File: src/hdl/ptc_defines.vh
// Register map, field positions and encodings of the periodic timer
`ifndef PTC_DEFINES_VH
`define PTC_DEFINES_VH

// Byte addresses on the AXI4-Lite bus, one aligned word each
`define PTC_A_CTRL0      6'h00
`define PTC_A_CTRL1      6'h04
`define PTC_A_CTRL2      6'h08
`define PTC_A_CNT_LO     6'h0c
`define PTC_A_CNT_HI     6'h10
`define PTC_A_CMPA_LO    6'h14
`define PTC_A_CMPA_HI    6'h18
`define PTC_A_CMPB_LO    6'h1c
`define PTC_A_CMPB_HI    6'h20
`define PTC_A_PER_LO     6'h24
`define PTC_A_PER_HI     6'h28

// Clock and on/off register fields
`define PTC_F_HOLD       7
`define PTC_F_CKSEL_HI   6
`define PTC_F_CKSEL_LO   4
`define PTC_F_ON         3

// Mode and output register fields
`define PTC_F_MODE_HI    7
`define PTC_F_MODE_LO    6
`define PTC_F_PIN_HI     5
`define PTC_F_PIN_LO     4
`define PTC_F_OC         3
`define PTC_F_POL        2
`define PTC_F_CAPTS      1
`define PTC_F_CCLR       0

// Capture clear register fields
`define PTC_F_TCLR_HI    2
`define PTC_F_TCLR_LO    1

// Operating modes
`define PTC_M_CMP        2'h0
`define PTC_M_CAP        2'h1
`define PTC_M_PWM        2'h2
`define PTC_M_TMR        2'h3

// Count clock sources
`define PTC_CK_SYS4      3'h0
`define PTC_CK_SYS       3'h1
`define PTC_CK_H16       3'h2
`define PTC_CK_H64       3'h3
`define PTC_CK_SUB0      3'h4
`define PTC_CK_SUB1      3'h5
`define PTC_CK_EXTR      3'h6
`define PTC_CK_EXTF      3'h7

// Two-bit pin function and edge codes
`define PTC_P_00         2'h0
`define PTC_P_01         2'h1
`define PTC_P_10         2'h2
`define PTC_P_11         2'h3

// Prescaler terminal counts
`define PTC_DIV4_END     6'h03
`define PTC_DIV16_END    6'h0f
`define PTC_DIV64_END    6'h3f

// AXI responses
`define PTC_RESP_OKAY    2'h0
`define PTC_RESP_SLVERR  2'h2

`endif

File: src/hdl/ptc_timer.v
// Periodic timer: control registers, counter, capture and waveform output
`timescale 1ns/1ns
`include "ptc_defines.vh"

////////////////////////////////////////////////////////////////////////////////
// Contract
// - Count-hold bit freezes the counter, module stays on, resumes from held value; capture-mode edge clears still zero it.
// - Clock select picks sys/4, sys, high/16, high/64, sub, or ext pin edges.
// - On-bit rising clears counter; falling stops it and keeps residual value.
// - On-bit rising returns wave output to initial level in output modes.
// - Mode field: compare, capture, PWM/single pulse, timer/counter.
// - Compare mode A match: no change, drive low, drive high, toggle.
// - PWM mode pin function: inactive, active, PWM waveform, single pulse.
// - Capture with clear select 00 latches into compare A on chosen edge.
// - Capture with clear select nonzero routes rising to B, falling to A.
// - Capture source bit picks capture pin at 0, ext clock pin at 1.
// - Level bit sets initial level or PWM active level; ignored in timer mode.
// - Single pulse mode: level bit sets output at on-bit rising.
// - Invert bit inverts wave output, no effect in timer mode.
// - Clear source 1 clears on A match; 0 on P match or overflow.
// - Clear source bit ignored in PWM, single pulse and capture modes.
// - In capture mode, clear select adds edges of the selected capture source to P match clear.
// - Latch edge flag reads 1 for rising, 0 for falling latch edge.
// - Counter readable only via low/high bytes; unused high bits read zero.
// - Compare A low byte is read/write and resets to zero.
// - Low byte writes go to a buffer moved in on high byte write.
// - High byte reads copy the low byte into the buffer for next low read.
// - Inverted output always carries the inverse of the wave output.
module ptc_timer #(
  parameter WIDE = 1
)(
  // Clock and reset
  input  wire        aclk,
  input  wire        aresetn,
  // Internal clock enables from the clock unit
  input  wire        high_clock_en,
  input  wire        sub_clock_en,
  // AXI4-Lite write address
  input  wire [5:0]  s_axi_awaddr,
  input  wire [2:0]  s_axi_awprot,
  input  wire        s_axi_awvalid,
  output wire        s_axi_awready,
  // AXI4-Lite write data
  input  wire [31:0] s_axi_wdata,
  input  wire [3:0]  s_axi_wstrb,
  input  wire        s_axi_wvalid,
  output wire        s_axi_wready,
  // AXI4-Lite write response
  output reg  [1:0]  s_axi_bresp,
  output reg         s_axi_bvalid,
  input  wire        s_axi_bready,
  // AXI4-Lite read address
  input  wire [5:0]  s_axi_araddr,
  input  wire [2:0]  s_axi_arprot,
  input  wire        s_axi_arvalid,
  output wire        s_axi_arready,
  // AXI4-Lite read data
  output reg  [31:0] s_axi_rdata,
  output reg  [1:0]  s_axi_rresp,
  output reg         s_axi_rvalid,
  input  wire        s_axi_rready,
  // Pins
  input  wire        ext_clock_pin,
  input  wire        capture_pin,
  output reg         wave_out_pin,
  output reg         wave_out_inv_pin
);

localparam CW = WIDE ? 16 : 10;

////////////////////////////////////////////////////////////////////////////////
// Registers

reg  [7:0]    ctrl_clock_and_onoff;
reg  [7:0]    ctrl_mode_and_output;
reg  [1:0]    capture_clear_select;
reg           latch_edge_flag;
reg  [CW-1:0] count;
reg  [CW-1:0] compare_a_value;
reg  [CW-1:0] compare_b_value;
reg  [CW-1:0] period_value;
reg  [7:0]    byte_buffer;
reg           wave;
reg           pulse_armed;
reg           on_d;
reg  [5:0]    prescale;

wire          count_hold_bit       = ctrl_clock_and_onoff[`PTC_F_HOLD];
wire [2:0]    count_clock_select   = ctrl_clock_and_onoff[`PTC_F_CKSEL_HI:`PTC_F_CKSEL_LO];
wire          module_on_bit        = ctrl_clock_and_onoff[`PTC_F_ON];
wire [1:0]    operating_mode_field = ctrl_mode_and_output[`PTC_F_MODE_HI:`PTC_F_MODE_LO];
wire [1:0]    pin_function_field   = ctrl_mode_and_output[`PTC_F_PIN_HI:`PTC_F_PIN_LO];
wire          output_level_control = ctrl_mode_and_output[`PTC_F_OC];
wire          output_invert_bit    = ctrl_mode_and_output[`PTC_F_POL];
wire          capture_source_bit   = ctrl_mode_and_output[`PTC_F_CAPTS];
wire          clear_source_bit     = ctrl_mode_and_output[`PTC_F_CCLR];

////////////////////////////////////////////////////////////////////////////////
// Pin synchronisers and edge detect

reg  [1:0] ck_sync;
reg  [1:0] cp_sync;
reg        ck_last;
reg        cp_last;

always @(posedge aclk)
begin
  if (!aresetn)
  begin
    ck_sync <= 2'h0;
    cp_sync <= 2'h0;
    ck_last <= 1'b0;
    cp_last <= 1'b0;
  end
  else
  begin
    ck_sync <= {ck_sync[0], ext_clock_pin};
    cp_sync <= {cp_sync[0], capture_pin};
    ck_last <= ck_sync[1];
    cp_last <= cp_sync[1];
  end
end

wire ck_rise = ck_sync[1] & ~ck_last;
wire ck_fall = ~ck_sync[1] & ck_last;
wire src_lvl  = capture_source_bit ? ck_sync[1] : cp_sync[1];
wire src_last = capture_source_bit ? ck_last : cp_last;
wire cap_rise = src_lvl & ~src_last;
wire cap_fall = ~src_lvl & src_last;

////////////////////////////////////////////////////////////////////////////////
// Count clock selection

reg tick_src;

always @(posedge aclk)
begin
  if (!aresetn)
    prescale <= 6'h00;
  else if (count_clock_select == `PTC_CK_SYS4 || high_clock_en)
    prescale <= prescale + 6'h01;
end

always @*
begin
  case (count_clock_select)
    `PTC_CK_SYS4: tick_src = (prescale[1:0] == `PTC_DIV4_END);
    `PTC_CK_SYS:  tick_src = 1'b1;
    `PTC_CK_H16:  tick_src = high_clock_en & (prescale[3:0] == `PTC_DIV16_END);
    `PTC_CK_H64:  tick_src = high_clock_en & (prescale == `PTC_DIV64_END);
    `PTC_CK_SUB0,
    `PTC_CK_SUB1: tick_src = sub_clock_en;
    `PTC_CK_EXTR: tick_src = ck_rise;
    `PTC_CK_EXTF: tick_src = ck_fall;
    default:      tick_src = 1'b0;
  endcase
end

wire tick = tick_src & module_on_bit & ~count_hold_bit;

////////////////////////////////////////////////////////////////////////////////
// Counter, comparators, capture

wire on_rise   = module_on_bit & ~on_d;
wire cap_mode  = (operating_mode_field == `PTC_M_CAP);
wire pwm_mode  = (operating_mode_field == `PTC_M_PWM);
wire cmp_mode  = (operating_mode_field == `PTC_M_CMP);
wire match_a   = tick & (count + 1'b1 == compare_a_value);
wire match_p   = tick & (count + 1'b1 == period_value);
wire overflow  = tick & (&count);
wire tclr_none = (capture_clear_select == `PTC_P_00);
wire cap_on    = cap_mode & module_on_bit;

// Capture routing by edge and clear select
wire cap_a = cap_on & (tclr_none ?
               ((pin_function_field == `PTC_P_00) & cap_rise) |
               ((pin_function_field == `PTC_P_01) & cap_fall) |
               ((pin_function_field == `PTC_P_10) & (cap_rise | cap_fall)) :
               ((pin_function_field == `PTC_P_01) & cap_fall) |
               ((pin_function_field == `PTC_P_10) & cap_fall));
wire cap_b = cap_on & ~tclr_none &
             (pin_function_field == `PTC_P_00 || pin_function_field == `PTC_P_10) &
             cap_rise;

// Edge clear in capture mode
wire edge_clr = cap_on & (
                  (capture_clear_select == `PTC_P_01 & cap_rise) |
                  (capture_clear_select == `PTC_P_10 & cap_fall) |
                  (capture_clear_select == `PTC_P_11 & (cap_rise | cap_fall)));

// Clear source only counts in compare and timer modes
wire use_cclr = ~(pwm_mode | cap_mode) & clear_source_bit;
wire clr_p    = (period_value == {CW{1'b0}}) ? overflow : match_p;
wire clr      = use_cclr ? match_a : clr_p;

always @(posedge aclk)
begin
  if (!aresetn)
  begin
    count           <= {CW{1'b0}};
    on_d            <= 1'b0;
    latch_edge_flag <= 1'b0;
  end
  else
  begin
    on_d <= module_on_bit;
    if (on_rise)
      count <= {CW{1'b0}};
    else if (edge_clr || clr)
      count <= {CW{1'b0}};
    else if (tick)
      count <= count + 1'b1;
    if (cap_a | cap_b)
      latch_edge_flag <= cap_rise;
  end
end

////////////////////////////////////////////////////////////////////////////////
// Waveform output

wire at_duty = (count >= compare_a_value);

always @(posedge aclk)
begin
  if (!aresetn)
  begin
    wave        <= 1'b0;
    pulse_armed <= 1'b0;
  end
  else if (on_rise)
  begin
    wave        <= cmp_mode & output_level_control;
    pulse_armed <= 1'b1;
  end
  else if (cmp_mode && match_a)
  begin
    case (pin_function_field)
      `PTC_P_01: wave <= 1'b0;
      `PTC_P_10: wave <= 1'b1;
      `PTC_P_11: wave <= ~wave;
      default:   wave <= wave;
    endcase
  end
  else if (pwm_mode)
  begin
    case (pin_function_field)
      `PTC_P_00: wave <= 1'b0;
      `PTC_P_01: wave <= 1'b1;
      `PTC_P_10: wave <= ~at_duty;
      default:
      begin
        if (pulse_armed && match_a)
        begin
          wave        <= 1'b0;
          pulse_armed <= 1'b0;
        end
        else if (pulse_armed)
          wave <= module_on_bit;
      end
    endcase
  end
end

// Output-level and invert handling; timer mode holds wave_out_pin low and wave_out_inv_pin high
always @(posedge aclk)
begin
  if (!aresetn)
  begin
    wave_out_pin     <= 1'b0;
    wave_out_inv_pin <= 1'b1;
  end
  else if (operating_mode_field == `PTC_M_TMR)
  begin
    wave_out_pin     <= 1'b0;
    wave_out_inv_pin <= 1'b1;
  end
  else
  begin
    wave_out_pin     <= (pwm_mode ? (wave ~^ output_level_control) : wave)
                        ^ output_invert_bit;
    wave_out_inv_pin <= ~((pwm_mode ? (wave ~^ output_level_control) : wave)
                        ^ output_invert_bit);
  end
end

////////////////////////////////////////////////////////////////////////////////
// AXI4-Lite slave

reg        aw_held;
reg        w_held;
reg [5:0]  aw_addr;
reg [7:0]  w_byte;
reg        w_lane0;

assign s_axi_awready = ~aw_held & ~s_axi_bvalid;
assign s_axi_wready  = ~w_held & ~s_axi_bvalid;
assign s_axi_arready = ~s_axi_rvalid;

wire       wr_go   = aw_held & w_held;
wire       rd_go   = s_axi_arvalid & s_axi_arready;
wire [7:0] hi_mask = WIDE ? 8'hff : 8'h03;

function [7:0] hi_of;
  input [CW-1:0] v;
  reg   [15:0]   w;
  begin
    w     = 16'h0000;
    w     = w | v;
    hi_of = w[15:8];
  end
endfunction

always @(posedge aclk)
begin
  if (!aresetn)
  begin
    aw_held              <= 1'b0;
    w_held               <= 1'b0;
    aw_addr              <= 6'h00;
    w_byte               <= 8'h00;
    w_lane0              <= 1'b0;
    s_axi_bvalid         <= 1'b0;
    s_axi_bresp          <= `PTC_RESP_OKAY;
    ctrl_clock_and_onoff <= 8'h00;
    ctrl_mode_and_output <= 8'h00;
    capture_clear_select <= 2'h0;
    compare_a_value      <= {CW{1'b0}};
    compare_b_value      <= {CW{1'b0}};
    period_value         <= {CW{1'b0}};
    byte_buffer          <= 8'h00;
  end
  else
  begin
    if (s_axi_awvalid && s_axi_awready)
    begin
      aw_held <= 1'b1;
      aw_addr <= s_axi_awaddr;
    end
    if (s_axi_wvalid && s_axi_wready)
    begin
      w_held  <= 1'b1;
      w_byte  <= s_axi_wdata[7:0];
      w_lane0 <= s_axi_wstrb[0];
    end
    if (s_axi_bvalid && s_axi_bready)
      s_axi_bvalid <= 1'b0;
    // Capture wins over a same-cycle software write of the value
    if (wr_go)
    begin
      aw_held      <= 1'b0;
      w_held       <= 1'b0;
      s_axi_bvalid <= 1'b1;
      s_axi_bresp  <= `PTC_RESP_OKAY;
      if (w_lane0)
        case (aw_addr)
          `PTC_A_CTRL0:   ctrl_clock_and_onoff <= {w_byte[7:3], 3'h0};
          `PTC_A_CTRL1:   ctrl_mode_and_output <= w_byte;
          `PTC_A_CTRL2:   capture_clear_select <= w_byte[`PTC_F_TCLR_HI:`PTC_F_TCLR_LO];
          `PTC_A_CMPA_LO,
          `PTC_A_CMPB_LO,
          `PTC_A_PER_LO:  byte_buffer <= w_byte;
          `PTC_A_CMPA_HI: compare_a_value <= {w_byte & hi_mask, byte_buffer};
          `PTC_A_CMPB_HI: compare_b_value <= {w_byte & hi_mask, byte_buffer};
          `PTC_A_PER_HI:  period_value <= {w_byte & hi_mask, byte_buffer};
          `PTC_A_CNT_LO,
          `PTC_A_CNT_HI:  s_axi_bresp <= `PTC_RESP_OKAY;
          default:        s_axi_bresp <= `PTC_RESP_SLVERR;
        endcase
      else if (aw_addr > `PTC_A_PER_HI || aw_addr[1:0] != 2'h0)
        s_axi_bresp <= `PTC_RESP_SLVERR;
    end
    if (cap_a)
      compare_a_value <= count;
    if (cap_b)
      compare_b_value <= count;
    // High byte read snapshots the low byte
    if (rd_go)
      case (s_axi_araddr)
        `PTC_A_CNT_HI:  byte_buffer <= count[7:0];
        `PTC_A_CMPA_HI: byte_buffer <= compare_a_value[7:0];
        `PTC_A_CMPB_HI: byte_buffer <= compare_b_value[7:0];
        `PTC_A_PER_HI:  byte_buffer <= period_value[7:0];
        default:        byte_buffer <= byte_buffer;
      endcase
  end
end

always @(posedge aclk)
begin
  if (!aresetn)
  begin
    s_axi_rvalid <= 1'b0;
    s_axi_rdata  <= 32'h00000000;
    s_axi_rresp  <= `PTC_RESP_OKAY;
  end
  else if (rd_go)
  begin
    s_axi_rvalid <= 1'b1;
    s_axi_rresp  <= `PTC_RESP_OKAY;
    case (s_axi_araddr)
      `PTC_A_CTRL0:   s_axi_rdata <= {24'h000000, ctrl_clock_and_onoff};
      `PTC_A_CTRL1:   s_axi_rdata <= {24'h000000, ctrl_mode_and_output};
      `PTC_A_CTRL2:   s_axi_rdata <= {29'h00000000, capture_clear_select, latch_edge_flag};
      `PTC_A_CNT_LO,
      `PTC_A_CMPA_LO,
      `PTC_A_CMPB_LO,
      `PTC_A_PER_LO:  s_axi_rdata <= {24'h000000, byte_buffer};
      `PTC_A_CNT_HI:  s_axi_rdata <= {24'h000000, hi_of(count)};
      `PTC_A_CMPA_HI: s_axi_rdata <= {24'h000000, hi_of(compare_a_value)};
      `PTC_A_CMPB_HI: s_axi_rdata <= {24'h000000, hi_of(compare_b_value)};
      `PTC_A_PER_HI:  s_axi_rdata <= {24'h000000, hi_of(period_value)};
      default:
      begin
        s_axi_rdata <= 32'h00000000;
        s_axi_rresp <= `PTC_RESP_SLVERR;
      end
    endcase
  end
  else if (s_axi_rvalid && s_axi_rready)
    s_axi_rvalid <= 1'b0;
end

endmodule

File: config.mk
export PLATFORM = sky130hd
export DESIGN_NAME = ptc_timer
export DESIGN_NICKNAME = d
export VERILOG_FILES = /design/src/hdl/ptc_timer.v
export VERILOG_INCLUDE_DIRS = /design/src /design/src/hdl
export SDC_FILE = /design/constraint.sdc
export NUM_CORES = 1
export LEC_CHECK = 0
export BUFFER_PORTS_ARGS = -buffer_cell sky130_fd_sc_hd__buf_2
export CAP_MARGIN = 20
export CORE_MARGIN = 5
export CORE_UTILIZATION = 53
export DETAILED_ROUTE_END_ITERATION = 6
export PLACE_DENSITY = 0.77
export SYNTH_ARGS = -nofsm -noshare
export SYNTH_HDL_FRONTEND = slang
export SYNTH_SLANG_ARGS = --single-unit
File: constraint.sdc
create_clock -name aclk -period 2.6 [get_ports aclk]
set_input_delay 0.52 -clock aclk [delete_from_list [all_inputs] [get_ports aclk]]
set_output_delay 0.52 -clock aclk [all_outputs]
set_load 0.005 [all_outputs]
Word level (Yosys, flattened, before mapping)

Cells that the tools add are included.

Add/sub/neg operators: 2
Muxes and demuxes: 41
$mul: 0
Div/mod/pow operators: 0
Bitwise operators: 57
Reductions and logical operators: 52
Equality and inequality tests: 45
Shift operators: 0
$lt $le $gt $ge: 2

Operators by type and width:

| cell                                                                   | number |
|---|---|
| 16-bit two-way mux                                                     | 8 |
| 8-bit one-hot mux with 8 select lines                                  | 1 |
| 6-bit by 5-bit equality test with 1-bit output (second input constant) | 8 |
| 6-bit equality test (second input constant)                            | 7 |
| 16-bit equality test                                                   | 2 |
| 8-bit two-way mux                                                      | 4 |
| 8-bit one-hot mux with 4 select lines                                  | 1 |
| 1-bit AND                                                              | 31 |
| 2-bit nonzero test                                                     | 14 |
| 6-bit by 4-bit equality test with 1-bit output (second input constant) | 4 |
| 11-bit OR reduction                                                    | 2 |
| 3-bit AND reduction                                                    | 7 |
| 1-bit two-way mux                                                      | 20 |
| 16-bit by 1-bit adder with 16-bit output (second input constant)       | 1 |
| 16-bit >= comparator                                                   | 1 |
| 16-bit logical NOT                                                     | 1 |
| 1-bit NOT                                                              | 16 |
| 16-bit AND reduction                                                   | 1 |
| 2-bit equality test (second input constant)                            | 7 |
| 3-bit equality test (second input constant)                            | 4 |
| 6-bit by 3-bit equality test with 1-bit output (second input constant) | 2 |
| 6-bit logical NOT                                                      | 2 |
| 3-bit OR reduction                                                     | 3 |
| 2-bit two-way mux                                                      | 4 |
| other kinds (24)                                                       | 48 |

ROM bits: 0
Bits in writable memories: 0
Word-level logic and storage cells: 228
Bits in latches: 0
Register bits after elaboration: 160
Output and inout bits: 43
Memories: 0
Input port bits: 65

Depth between registers and ports, before layout

Depth after elaboration: 12
Mapped depth: 12
Mapped depth without buffers: 11

Worst setup path before layout

OpenSTA, ideal clock, no wires.

Path kind: register to register
Start point: register count[1]
End point: register wave
Cell stages (with the launch flop): 11
Path buffers: 0
Setup time: 74 ps
Arrival time: 2,705 ps
Period minus slack after synthesis: 2,779 ps
Setup slack: -179 ps
Cells stage by stage: dfxtp_1 -> ha_1 -> nand3_1 -> nor4_1 -> xnor2_1 -> o21ai_0 -> or3_4 -> nor4_4 -> mux2i_1 -> o31ai_2 -> a31oi_1

Word-level cells in the longest chain between the ends: 9

Ends and longest elaborated chain:

| item                                     | RTL line        | text |
|---|---|---|
| from (decl)                              | ptc_timer.v:78  | `reg [CW-1:0] count;` |
| from (signal assigned)                   | ptc_timer.v:200 | `count <= {CW{1'b0}};` |
| from (signal assigned)                   | ptc_timer.v:208 | `count <= {CW{1'b0}};` |
| from (signal assigned)                   | ptc_timer.v:210 | `count <= {CW{1'b0}};` |
| 16-bit by 1-bit adder with 16-bit output | ptc_timer.v:168 | `wire match_a = tick & (count + 1'b1 == compare_a_value);` |
| 16-bit equality test                     | ptc_timer.v:168 |  |
| 1-bit AND                                | ptc_timer.v:168 |  |
| 1-bit logical AND                        | ptc_timer.v:252 | `if (pulse_armed && match_a)` |
| 1-bit two-way mux                        | ptc_timer.v:252 |  |
| 1-bit one-hot mux with 3 select lines    | ptc_timer.v:246 | `case (pin_function_field)` |
| 1-bit two-way mux                        | ptc_timer.v:244 | `else if (pwm_mode)` |
| 1-bit two-way mux                        | ptc_timer.v:235 | `else if (cmp_mode && match_a)` |
| 1-bit two-way mux                        | ptc_timer.v:230 | `else if (on_rise)` |
| to (signal assigned)                     | ptc_timer.v:232 | `wave <= cmp_mode & output_level_control;` |
| to (signal assigned)                     | ptc_timer.v:240 | `` `PTC_P_11: wave <= ~wave; `` |
| to (signal assigned)                     | ptc_timer.v:249 | `` `PTC_P_10: wave <= ~at_duty; `` |
| to (decl)                                | ptc_timer.v:83  | `reg wave;` |

Several ways; a longest one is shown, not always the timed one. The select of a mux whose other input is x is not followed.
A chain may end at the register's enable or synchronous reset.

Worst setup path after layout

Start point: register count[1]
End point: register count[1]

Word-level cells in the longest chain between the ends: 7

Ends and longest elaborated chain:

| item                                     | RTL line                                          | text |
|---|---|---|
| 16-bit by 1-bit adder with 16-bit output | ptc_timer.v:168, ptc_timer.v:169, ptc_timer.v:212 |  |
| 16-bit equality test                     | ptc_timer.v:169                                   | `wire match_p = tick & (count + 1'b1 == period_value);` |
| 1-bit AND                                | ptc_timer.v:169                                   |  |
| 1-bit two-way mux                        | ptc_timer.v:193                                   | `wire clr_p = (period_value == {CW{1'b0}}) ? overflow : match_p;` |
| 1-bit two-way mux                        | ptc_timer.v:194                                   | `wire clr = use_cclr ? match_a : clr_p;` |
| 1-bit logical OR                         | ptc_timer.v:209                                   | `else if (edge_clr \|\| clr)` |
| 3-bit OR reduction (no source line)      | n/a                                               |  |

Several ways; a longest one is shown, not always the timed one.

==> impl_metrics.toml <==
[power_and_ir_drop]
p_per_area_mw_per_mm2 = 482.3
leakage_nw = 4.208
vdd_ir_drop_max_uv = 495.8
comb_power_share_pct = 5.3
clockPowerShare_pct = 50.3
pwr-share-seq_pct = 44.4
power_switching_share_pct = 24.17
switching_power_w = 0.001162
internal_power_w = 0.003646

[synth]
synth_area_mm2 = 0.008089
syn_inst = 910
ys_seq_area_share_pct = 33.16
synthArstFlopShare_pct = 0
syn-mean-instance-area_um2 = 8.889
synth_top_area_share_pct = 33.16
synth.distinct_cells = 73
yosysMostFrequentCell = "dfxtp_1"
synth.area.top_cells = "dfxtp_1 (33%), mux2i_1 (9.5%), xnor2_1 (5.1%)"
synth_ff_type = "dfxtp_1"
synth_top_cell_by_area = "dfxtp_1"
yosys_register_bits = 134
synth_edf_count = 0
synth_commonest_cells = "dfxtp_1 (134), mux2i_1 (77), nand2_1 (76)"
ys_warn_count = 0

[clock_tree]
clk_pin_slew_ps = 60
clockBufferDepth = 2
tritoncts = "built"
cts_sinks = 134
cts_hold_buf = 0
cts_made_buffers = 17
h-tree-depth = 4
clock_latency_ps = 430
cts-root-buf = "clkbuf_16"

[final_layout]
drive_gt1_share_pct = 25.07
seq_area_mm2 = 0.002695
postLayoutCoreUtil_pct = 66.08
fillers = 1185
multi_input_area_mm2 = 0.005207
diodes = 0
area_growth_pct = 23.26
nets = 1109
fin_area_mm2 = 0.009971

[timing]
setup_viol = 17
post-route-period-util_pct = 103.2
max_clock_freq_ghz = 0.3727
maxSlewHeadroom_pct = 59.83
fin_ws_ps = -83.00
rsz0062_at_grt = "true"
final_hold_viol_count = 0
drv_slew = 0
skew_ps = 6.040
layout_min_cycle_time_ps = 2683
worst_pin_slew_ps = 597.0

[global_routing]
antenna_found_initial = 0
grt_pass1_wl_um = 36560
grt_usage_pct = 25.75
grt_pass1_vias = 6990
grt_max_degree = 118
grt_overflow = 0

[run]
cap_violations = 0

[place]
dp_hpwl_um = 15750
place.gp.congestion = 0.9441
placed_area_mm2 = 0.008905
numPortBuffers = 48

[floorplan]
die-height_um = 133.5
initial_core_util_pct = 53.61
die_area_mm2 = 0.01783
fp.dieW_um = 133.5
core_area_mm2 = 0.01509
io_pins = 108
rows = 45

[critical_path]
cp.required_ps = 2920
cp-start-kind = "flop"
critPathArrivalTime_ps = 3000
cp_max_fo = 8
critical_path_class = "reg -> reg"
endpoint_kind = "flop"

[detailed_routing]
routedWlPerCell_um = 19.57
routed_wl_um = 23900
route.vias.total = 7353
drtPass1Iterations = 5
drc = 0
viasPerCell = 6.022
drt-initial-drc-count = 702
drt.antenna.violating_nets = 0

[hold_path]
hold_class = "in -> reg"

[outcome]
status = "complete, but fails checks"
violations = "negative setup slack"
## final cells by class
class                      count  share of cell area [%]
multi-input combinational    681                   52.23
sequential                   134                   27.03
timing repair buffer         153                   11.22
clock buffer                  20                   4.480
tap                          188                   2.359
clock inverter                12                   1.443
inverter                      33                   1.242
## layer usage
metal / GRT usage (%) / routed length [µm]
met1: 32.88 / 9927
met2: 41.03 / 11120
met3: 5.627 / 1825
met4: 13.14 / 1026
met5: 0 / 0
## path summary, 6_finish.rpt
check                        startpoint                    end  slack [ps]  cells past startpoint
setup / recovery  count[1]$_SDFFE_PP0P_  count[1]$_SDFFE_PP0P_         -80                     12
hold / removal              capture_pin  cp_sync[0]$_SDFF_PN0_         300                      2
setup reg to reg  count[1]$_SDFFE_PP0P_  count[1]$_SDFFE_PP0P_         -80                     12
hold reg to reg   cp_sync[0]$_SDFF_PN0_  cp_sync[1]$_SDFF_PN0_         440                      1
## cell usage in the layout (no fill, tap or decap), types with 12 or more instances in the layout
cell type,Yosys,routed
xnor2_1,47,40
nand3_1,14,12
o21ai_0,45,45
nor2_1,53,40
nand4_1,15,15
a21boi_0,16,15
conb_1,1,26
dfxtp_1,134,126
nor2b_1,55,55
and2_1,13,13
clkbuf_16,0,17
a22oi_1,20,20
inv_1,33,32
buf_6,3,12
ha_1,24,22
o311a_1,17,17
mux2i_1,77,77
nand2_1,76,74
buf_4,33,89
buf_2,6,48
a21oi_1,15,15
o211a_1,26,26
## critical path: stages (launching register included)
cell and delay, ps:
dfxtp_4 360, ha_4 170, and3_4 220, buf_6 140, xnor2_4 180, xor2_1 170, nand4b_1 130, nor4_2 310
nand4_1 130, a221o_1 360, o311ai_4 110, buf_6 220, nor2_1 70
## logic make-up after synthesis
group | Yosys count | synth area share, %
other | 1 | 0.04636
muxes | 77 | 9.528
xor gates and xnor gates | 62 | 7.332
DFF | 134 | 33.16
AOI/OAI and AO/OA | 197 | 18.62
adders and majority gates | 24 | 3.712
and+or+nand+nor | 295 | 20.06
buffers and inverters | 120 | 7.533
## through the flow
stage	hold WS (ps)	setup TNS, ps	cells	total power [W]	worst slack [ps]
finish	300.0	-904.0	1221	0.004808	-83.00
CTS	293.5	-1058	1212	0.004829	-71.52
detailed placement	424.3	-5922	1173	0.002420	-375.8
global route	301.3	-2228	1221	0.004960	-174.1
floorplan	411.9	0	935	0.002344	60.46
global placement	423.4	-4638	1173	0.002413	-285.8
## sequential cells by signal, indices dropped and copies added, names as in the netlist, 8 cells and up
register / count
w_byte: 8
byte_buffer: 8
ctrl_mode_and_output: 8
period_value: 16
compare_b_value: 16
count: 16
s_axi_rdata: 8
compare_a_value: 16
## power by group through the flow
stage | registers (W) | logic [W] | clock network [W]
after floorplan | 0.00216 | 0.000185 | 0
after global placement | 0.00218 | 0.000236 | 0
after detailed placement | 0.00218 | 0.000242 | 0
after CTS | 0.00213 | 0.000257 | 0.00244
after global routing | 0.00214 | 0.000279 | 0.00254
final | 0.00214 | 0.000253 | 0.00242
## timing repair
item / 4_1_cts / 5_1_grt
buffers inserted: 6 / 11
endpoints found under the setup margin: 18 / 24
gates cloned: 1 / 0
gates resized for setup: 25 / 54
pin swaps: 23 / 31
Power figures use the tool's default switching activity.
